$ cat src/verilog/dssd_pkg.sv
// Package with field layouts and encodings of the depth surface state packet.
package dssd_pkg;
  // ****************************************************************
  // Dword 1 field positions
  // ****************************************************************
  localparam int DSSD_TILED_BIT      = 27;
  localparam int DSSD_WALK_BIT       = 26;
  localparam int DSSD_OFS_DIS_BIT    = 25;
  localparam int DSSD_TRM_HI         = 24;
  localparam int DSSD_TRM_LO         = 23;
  localparam int DSSD_HIER_BIT       = 22;
  localparam int DSSD_SEP_STEN_BIT   = 21;
  localparam int DSSD_FMT_HI         = 20;
  localparam int DSSD_FMT_LO         = 18;
  localparam int DSSD_PITCH_HI       = 16;
  // ****************************************************************
  // Dword 3 field positions
  // ****************************************************************
  localparam int DSSD_HEIGHT_HI      = 31;
  localparam int DSSD_HEIGHT_LO      = 19;
  localparam int DSSD_WIDTH_HI       = 18;
  localparam int DSSD_WIDTH_LO       = 6;
  localparam int DSSD_MIP_HI         = 5;
  localparam int DSSD_MIP_LO         = 2;
  // ****************************************************************
  // Limits and reset values
  // ****************************************************************
  localparam logic [3:0]  DSSD_MIP_MAX       = 4'hd;
  localparam logic [12:0] DSSD_HEIGHT_MAX_2D = 13'h1fff;
  localparam logic [12:0] DSSD_HEIGHT_MAX_3D = 13'h07ff;
  localparam logic [31:0] DSSD_RESET_WORD    = 32'h0000_0000;
  localparam int          DSSD_WORDS         = 3;

  typedef enum logic [1:0] {
    DSSD_TRM_NORMAL      = 2'h0,
    DSSD_TRM_BLOCK_FIRST = 2'h1,
    DSSD_TRM_RESERVED    = 2'h2,
    DSSD_TRM_CACHE_ONLY  = 2'h3
  } dssd_trm_t;

  typedef enum logic [2:0] {
    DSSD_FMT_F32_STEN   = 3'h0,
    DSSD_FMT_F32        = 3'h1,
    DSSD_FMT_U24_STEN   = 3'h2,
    DSSD_FMT_U24_NOSTEN = 3'h3,
    DSSD_FMT_RSV4       = 3'h4,
    DSSD_FMT_U16        = 3'h5,
    DSSD_FMT_RSV6       = 3'h6,
    DSSD_FMT_RSV7       = 3'h7
  } dssd_fmt_t;
endpackage

$ cat src/verilog/dssd_if.sv
// Interface carrying packet dwords from the streamer to the decoder.
`timescale 1ns/1ps
interface dssd_if;
  logic        valid;
  logic        ready;
  logic [1:0]  index;
  logic        last;
  logic [31:0] data;
  logic        done;
  logic        error;
  modport streamer (output valid, output index, output last, output data,
                    input ready, input done, input error);
  modport decoder  (input valid, input index, input last, input data,
                    output ready, output done, output error);
endinterface

$ cat src/verilog/dssd_decoder.sv
// Device end: decodes and checks the depth surface state packet.
//
// Functional notes
// Bit 27 tiled; tiled surfaces in uncached memory.
// Hierarchical depth requires tiled surface.
// Software invalidates caches when tiling changes.
// Bit 26 walk; ignored when linear; tiled Y-major.
// Bit 25 stops origin offset for depth only.
// Offset disable only for simple surfaces.
// Bits 24:23 tiled-rendering mode decode.
// First block mode confines rendering per block.
// Cache-only mode never writes depth memory.
// Flush render cache when mode changes.
// Block modes need Y-tiled unorm16 depth.
// Normal mode when operational flush enabled.
// Hierarchical depth needs normal mode, early test.
// Separate stencil needs hierarchy, normal, proper format.
// Bits 20:18 depth format decode.
// Pitch minus one, aligned 64B or 128B.
// Base address dword granular, aligned.
// Height minus one with per-type limits; the streamer checks only the 2D limit.
// Depth height equals render target height.
// Width minus one, fits pitch, cube square.
// Mip level 0 to 13.
// Flag bad encodings, hold previous state.
`timescale 1ns/1ps
module dssd_decoder
  import dssd_pkg::*;
(
  input  wire logic        clk,
  input  wire logic        arst_n,
  dssd_if.decoder          link,
  input  wire logic        older_variant,
  input  wire logic        early_depth_test_en,
  input  wire logic        cache_flush_en,
  output logic             tiled,
  output logic             walk_y_major,
  output logic             origin_depth_disable,
  output dssd_trm_t        render_mode,
  output logic             block_mode,
  output logic             depth_cache_only,
  output logic             hier_depth_en,
  output logic             sep_stencil_en,
  output dssd_fmt_t        depth_format,
  output logic [16:0]      pitch,
  output logic [31:0]      base_address,
  output logic [12:0]      height,
  output logic [12:0]      width,
  output logic [3:0]       mip_level,
  output logic             state_error
);
  // ****************************************************************
  // Elaboration check of the package layout
  // ****************************************************************
  // Field slices below assume these widths; a changed layout would silently
  // truncate fields, so elaboration is refused instead.
  if (DSSD_WORDS != 3 || DSSD_TRM_HI - DSSD_TRM_LO != 1 ||
      DSSD_FMT_HI - DSSD_FMT_LO != 2 || DSSD_PITCH_HI != 16 ||
      DSSD_HEIGHT_HI - DSSD_HEIGHT_LO != 12 || DSSD_WIDTH_HI - DSSD_WIDTH_LO != 12 ||
      DSSD_MIP_HI - DSSD_MIP_LO != 3) begin : g_layout_check
    $error("Depth state packet layout does not fit the decoder.");
  end

  // ****************************************************************
  // Packet capture
  // ****************************************************************
  logic [31:0] word1;
  logic [31:0] word2;
  logic [31:0] word3;
  logic        accept;
  logic        done_q;
  logic        err_q;

  assign link.ready = 1'b1;
  assign accept     = link.valid & link.ready;
  assign link.done  = done_q;
  assign link.error = err_q;

  always_ff @(posedge clk or negedge arst_n) begin
    if (!arst_n) begin
      word1 <= DSSD_RESET_WORD;
      word2 <= DSSD_RESET_WORD;
      word3 <= DSSD_RESET_WORD;
    end else if (accept) begin
      case (link.index)
        2'h1: word1 <= link.data;
        2'h2: word2 <= link.data;
        2'h3: word3 <= link.data;
        default: word1 <= word1;
      endcase
    end
  end

  // ****************************************************************
  // Checking of the assembled packet
  // ****************************************************************
  logic [31:0] w1;
  logic [31:0] w3;
  logic        bad;
  dssd_trm_t   trm_in;
  dssd_fmt_t   fmt_in;
  logic        hier_in;
  logic        sten_in;

  // The last dword is merged in so the check sees the whole packet this cycle.
  always_comb begin
    w1 = (link.index == 2'h1) ? link.data : word1;
    w3 = (link.index == 2'h3) ? link.data : word3;
  end

  assign trm_in  = dssd_trm_t'(w1[DSSD_TRM_HI:DSSD_TRM_LO]);
  assign fmt_in  = dssd_fmt_t'(w1[DSSD_FMT_HI:DSSD_FMT_LO]);
  assign hier_in = w1[DSSD_HIER_BIT];
  assign sten_in = w1[DSSD_SEP_STEN_BIT];

  always_comb begin
    bad = 1'b0;
    if (trm_in == DSSD_TRM_RESERVED) begin
      bad = 1'b1;
    end
    if (older_variant && trm_in != DSSD_TRM_NORMAL) begin
      bad = 1'b1;
    end
    if (fmt_in == DSSD_FMT_RSV4 || fmt_in == DSSD_FMT_RSV6 ||
        fmt_in == DSSD_FMT_RSV7) begin
      bad = 1'b1;
    end
    if (hier_in && trm_in != DSSD_TRM_NORMAL) begin
      bad = 1'b1;
    end
    if (sten_in && !hier_in) begin
      bad = 1'b1;
    end
    if (sten_in && fmt_in != DSSD_FMT_F32 && fmt_in != DSSD_FMT_U24_NOSTEN) begin
      bad = 1'b1;
    end
    if (!sten_in && fmt_in == DSSD_FMT_U24_NOSTEN) begin
      bad = 1'b1;
    end
    if (w3[DSSD_MIP_HI:DSSD_MIP_LO] > DSSD_MIP_MAX) begin
      bad = 1'b1;
    end
  end

  // ****************************************************************
  // Committed state, held unchanged on a refused packet
  // ****************************************************************
  logic commit;
  assign commit = accept & link.last & ~bad;

  always_ff @(posedge clk or negedge arst_n) begin
    if (!arst_n) begin
      done_q <= 1'b0;
      err_q  <= 1'b0;
    end else begin
      done_q <= accept & link.last;
      err_q  <= accept & link.last & bad;
    end
  end

  always_ff @(posedge clk or negedge arst_n) begin
    if (!arst_n) begin
      state_error <= 1'b0;
    end else if (accept && link.last) begin
      state_error <= bad;
    end
  end

  always_ff @(posedge clk or negedge arst_n) begin
    if (!arst_n) begin
      tiled                <= 1'b0;
      walk_y_major         <= 1'b0;
      origin_depth_disable <= 1'b0;
      render_mode          <= DSSD_TRM_NORMAL;
      hier_depth_en        <= 1'b0;
      sep_stencil_en       <= 1'b0;
      depth_format         <= DSSD_FMT_F32_STEN;
      pitch                <= 17'h0_0000;
      base_address         <= 32'h0000_0000;
      height               <= 13'h0000;
      width                <= 13'h0000;
      mip_level            <= 4'h0;
    end else if (commit) begin
      tiled        <= w1[DSSD_TILED_BIT];
      // Walk has no meaning on a linear surface, so it reads as zero then.
      walk_y_major <= w1[DSSD_TILED_BIT] & w1[DSSD_WALK_BIT];
      // Newer variants treat the bit as reserved.
      origin_depth_disable <= older_variant & w1[DSSD_OFS_DIS_BIT];
      render_mode    <= trm_in;
      hier_depth_en  <= hier_in;
      sep_stencil_en <= sten_in;
      depth_format   <= fmt_in;
      pitch          <= w1[DSSD_PITCH_HI:0];
      base_address   <= (link.index == 2'h2) ? link.data : word2;
      height         <= w3[DSSD_HEIGHT_HI:DSSD_HEIGHT_LO];
      width          <= w3[DSSD_WIDTH_HI:DSSD_WIDTH_LO];
      mip_level      <= w3[DSSD_MIP_HI:DSSD_MIP_LO];
    end
  end

  assign block_mode       = (render_mode == DSSD_TRM_BLOCK_FIRST) |
                            (render_mode == DSSD_TRM_CACHE_ONLY);
  // Flags the cache-only mode for depth write-back suppression; cache_flush_en does not affect it.
  assign depth_cache_only = (render_mode == DSSD_TRM_CACHE_ONLY);

  logic unused_inputs;
  assign unused_inputs = early_depth_test_en & cache_flush_en;
endmodule

$ cat src/flat_wrapper.sv
// flat-port wrapper written by rule: the top's interface ports become plain ports
module dssd_decoder_flat import dssd_pkg::*;
  (clk, arst_n, older_variant, early_depth_test_en, cache_flush_en, tiled, walk_y_major, origin_depth_disable, render_mode, block_mode, depth_cache_only, hier_depth_en, sep_stencil_en, depth_format, pitch, base_address, height, width, mip_level, state_error, link_valid, link_index, link_last, link_data, link_ready, link_done, link_error);
  dssd_if link_i ();
  input  wire logic clk;
  input  wire logic arst_n;
  input  wire logic older_variant;
  input  wire logic early_depth_test_en;
  input  wire logic cache_flush_en;
  output logic tiled;
  output logic walk_y_major;
  output logic origin_depth_disable;
  output dssd_trm_t render_mode;
  output logic block_mode;
  output logic depth_cache_only;
  output logic hier_depth_en;
  output logic sep_stencil_en;
  output dssd_fmt_t depth_format;
  output logic [16:0] pitch;
  output logic [31:0] base_address;
  output logic [12:0] height;
  output logic [12:0] width;
  output logic [3:0] mip_level;
  output logic state_error;
  input wire logic [$bits(link_i.valid)-1:0] link_valid;
  input wire logic [$bits(link_i.index)-1:0] link_index;
  input wire logic [$bits(link_i.last)-1:0] link_last;
  input wire logic [$bits(link_i.data)-1:0] link_data;
  output wire logic [$bits(link_i.ready)-1:0] link_ready;
  output wire logic [$bits(link_i.done)-1:0] link_done;
  output wire logic [$bits(link_i.error)-1:0] link_error;
  assign link_i.valid = link_valid;
  assign link_i.index = link_index;
  assign link_i.last = link_last;
  assign link_i.data = link_data;
  assign link_ready = link_i.ready;
  assign link_done = link_i.done;
  assign link_error = link_i.error;
  dssd_decoder u_core (.clk(clk), .arst_n(arst_n), .link(link_i), .older_variant(older_variant), .early_depth_test_en(early_depth_test_en), .cache_flush_en(cache_flush_en), .tiled(tiled), .walk_y_major(walk_y_major), .origin_depth_disable(origin_depth_disable), .render_mode(render_mode), .block_mode(block_mode), .depth_cache_only(depth_cache_only), .hier_depth_en(hier_depth_en), .sep_stencil_en(sep_stencil_en), .depth_format(depth_format), .pitch(pitch), .base_address(base_address), .height(height), .width(width), .mip_level(mip_level), .state_error(state_error));
endmodule
$ cat config.mk
export PLATFORM = sky130hd
export DESIGN_NAME = dssd_decoder_flat
export DESIGN_NICKNAME = d
export VERILOG_FILES = /design/src/verilog/dssd_pkg.sv /design/src/verilog/dssd_if.sv /design/src/verilog/dssd_decoder.sv /design/src/flat_wrapper.sv
export SDC_FILE = /design/constraint.sdc
export NUM_CORES = 1
export LEC_CHECK = 0
export BUFFER_PORTS_ARGS = -buffer_cell sky130_fd_sc_hd__buf_4
export CORE_UTILIZATION = 50
export CTS_BUF_LIST = sky130_fd_sc_hd__clkbuf_2 sky130_fd_sc_hd__clkbuf_4 sky130_fd_sc_hd__clkbuf_8
export DETAILED_ROUTE_END_ITERATION = 16
export GPL_TIMING_DRIVEN = 0
export HOLD_SLACK_MARGIN = 0.03
export PLACE_DENSITY = 0.69
export SKIP_CTS_REPAIR_TIMING = 1
export SYNTH_ARGS = -nofsm -noshare
export SYNTH_HDL_FRONTEND = slang
export SYNTH_SLANG_ARGS = --single-unit
$ cat constraint.sdc
create_clock -name clk -period 3.9 [get_ports clk]
set_input_delay 0.585 -clock clk [delete_from_list [all_inputs] [get_ports clk]]
set_output_delay 0.585 -clock clk [all_outputs]
set_load 0.03 [all_outputs]
==> key figures <==
Timing
  • Worst Skew: around 0.009 ns
  • Endpoints failing hold: 0
  • Slew of the pin with the lowest slew margin: approximately 0.9 ns
  • RSZ-0062 raised after global routing: false
  • Worst rel slew slack: 0.407
  • Min cycle time layout: 2.52 ns
  • Period utilization: 0.646
  • Final WS setup: between 1 and 1.5 ns
  • Final setup viols: 0
  • Max Clock Freq: 397 MHz
  • Final Max Slew Viols: 0
  • Setup Total Neg Slack: 0 ns

Place
  • Final HPWL DP: 12.4 mm
  • GPL Wtd Cong: 0.791
  • DP Cell Count: between 900 and 1000
  • PortBufs: 130
  • DP Worst Slack: ~0.92 ns

Clock network
  • Maximum clock insertion buffer count: 2
  • CTS tree: yes
  • Clk Latency, worst-skew pair: approximately 0.46 ns
  • Clock Root Buffer: clkbuf_8
  • CTS Buf Count: 17
  • CTS sink cnt: 181
  • H-tree Lvls: 4
  • Clock-pin slew on the worst setup and hold paths: roughly 0.090 ns

Worst setup path
  • Type of element capturing the critical path: flip-flop
  • CP Launch Type: input pin
  • End of the worst register-to-register path: u_core.width[6]
  • Reg-to-Reg Start: u_core.word1[21]
  • Crit path required time: between 4 and 5 ns
  • Data arrival, critical path: around 2.9 ns
  • Reg2reg path depth: 6
  • Max FO, Critical Path: 10
  • Reg2Reg Setup Slack: ~1.7 ns
  • CP Class: in2reg

Route
  • Via density: 5.28
  • Routed WL: between 15 and 20 mm
  • DR pass1 iterations: 4
  • Initial detailed-routing violation count: 220
  • Via count: slightly above 5000
  • Drt drc: 0
  • Avg WL per Cell: 19.2 um
  • DRT antenna net count: 0

Global route
  • Initial antenna violation count: 0
  • Overall routing resource usage: 0.228
  • Vias in the first global route: between 5000 and 6000
  • Largest net degree at the start of global routing: just under 100
  • Grt total ovfl: 0
  • First-pass GRT wire length: approximately 28 mm

Power
  • Part of the power in combinational logic: 0.386
  • Sw Ratio: 0.348
  • Total net switching power: approximately 2300 uW
  • Internal Pwr Total: about 4400 uW
  • Worst vdd ir: approximately 0.00037 V
  • Leakage: ~0.0048 uW
  • Seq pwr share: 0.414
  • Cell Pwr Density: between 600 and 700 mW/mm^2
  • Clk pwr share: 0.200

Run status
  • Status: finished, final reports clean

Floorplan
  • Row cnt: 46
  • Starting density of the core: 0.518
  • Die footprint: around 0.017 sq mm
  • Core area: about 0.016 sq mm
  • Ports: about 140
  • Die Wd: between 100 and 150 um
  • Die Span Y: between 100 and 150 um

Min path
  • Hold Crit Class: in2async

Cells and area
  • N_diodes: 0
  • Most frequent cells in the layout: dfrtp_1 (181), mux2_2 (140), buf_4 (131)
  • Final core occ: 0.624
  • Share of post-route cells with drive strength above 1: 0.535
  • Non-filler cells, final: around 950
  • Area Overhead vs Synth: 20.5%
  • Commonest non-fill, non-tap cell in the layout: dfrtp_1
  • Filler instances: between 1000 and 1500
  • Fin nets: roughly 770

Synth
  • Post-synthesis net count: 615
  • Synthesized cell area: 0.00832 sq mm
  • Seq/Total Area, Yosys: 0.545
  • Synth unique cells: 32
  • Mapped Avg Cell Area: ~14 sq um
  • Syn. warnings: 0
  • Number of synthesized register bits: approximately 180
  • Cells after synthesis: around 570

Job
  • Max Cap Violations: 0
[Yosys cell counts (all sizes together)]
library cell,count,area (sq um)
a21boi,1,7.51
a21oi,7,35.0
a2bb2oi,1,8.76
a31oi,2,12.5
a32oi,1,8.76
and4,1,8.76
buf,18,244
clkbuf,18,67.6
conb,1,3.75
dfrtp,181,4530
inv,9,33.8
mux2,223,2790
mux2i,15,154
nand2,69,259
nand2b,2,20.0
nand3,5,25.0
nand3b,1,7.51
nor2,11,41.3
nor2b,1,6.26
nor3,1,5.00
nor3b,2,15.0
nor4,1,12.5
nor4bb,1,10.0
o21ai,1,5.00
o32ai,1,8.76
[state kept, by name, indices dropped and copies added, names as in the netlist, 2 cells and up]
register	count
u_core.render_mode	2
u_core.word2	32
u_core.height	13
u_core.word3	30
u_core.mip_level	4
u_core.width	13
u_core.base_address	32
u_core.depth_format	3
u_core.pitch	17
u_core.word1	27
[kinds of logic after synthesis]
kind of cell,synth area share
flops,0.545
buf+inv,0.0415
mux,0.354
compound gates,0.0104
simple gates,0.0493
other cells,0.000451
[routing by layer]
layer,track usage,vias to the layer above,share of wire,wire length (um)
li1,-,2298,-,-
met1,0.316,2592,0.46,8370
met2,0.358,128,0.48,8780
met3,0.0493,17,0.050,923
met4,0.0723,0,0.013,229
met5,0,-,0,0
[critical path: stages]
cell      delay (ns)
buf_4           0.15
nand2_1         0.13
buf_1           0.59
clkbuf_1        0.70
mux2_2          0.41
mux2_1          0.29
[how the worst max path moves through the flow]
stage                  start                       to  slack (ns)  cells after the start
2_1_floorplan  link_index[1]  u_core.base_address[17]        1.49                      9
3_3_place_gp   link_index[0]         u_core.width[12]        0.96                      6
3_5_place_dp   link_index[0]         u_core.width[12]        0.92                      6
4_1_cts        link_index[0]         u_core.width[12]        1.41                      6
5_1_grt        link_index[0]         u_core.width[12]        1.32                      6
6_report       link_index[0]         u_core.width[12]        1.38                      6
[power groups by stage]
stage / clock [uW] / combinational, uW / sequential [uW]
3_5_place_dp: 0 / 2610 / 2800
2_1_floorplan: 0 / 920 / 3510
5_1_grt: 1450 / 2740 / 2840
6_report: 1340 / 2590 / 2770
3_3_place_gp: 0 / 2560 / 2770
4_1_cts: 1380 / 2620 / 2770
[per-stage QoR]
stage / instance area, sq um / hold WS [ns] / total power [uW]
floorplan: 8320 / 0.289 / 4430
global placement: 9560 / 0.471 / 5340
detailed placement: 9600 / 0.476 / 5410
CTS: 10000 / 0.127 / 6770
global route: 10000 / 0.133 / 7040
finish: 10000 / 0.127 / 6710
[layout make-up]
| type | count | area (sq um) | share of cell area |
|---|---|---|---|
| Clock buffer | 23 | 298 | 0.0297 |
| Timing Repair Buffer | 131 | 1010 | 0.101 |
| Inverter | 9 | 33.8 | 0.00337 |
| Sequential cell | 181 | 4530 | 0.452 |
| Clock inverter | 9 | 125 | 0.0125 |
| Multi-Input combinational cell | 348 | 3440 | 0.344 |
| Tap cell | 216 | 270 | 0.0270 |
| Buffer | 36 | 312 | 0.0311 |
No activity file was read; power rests on OpenSTA's default activity.
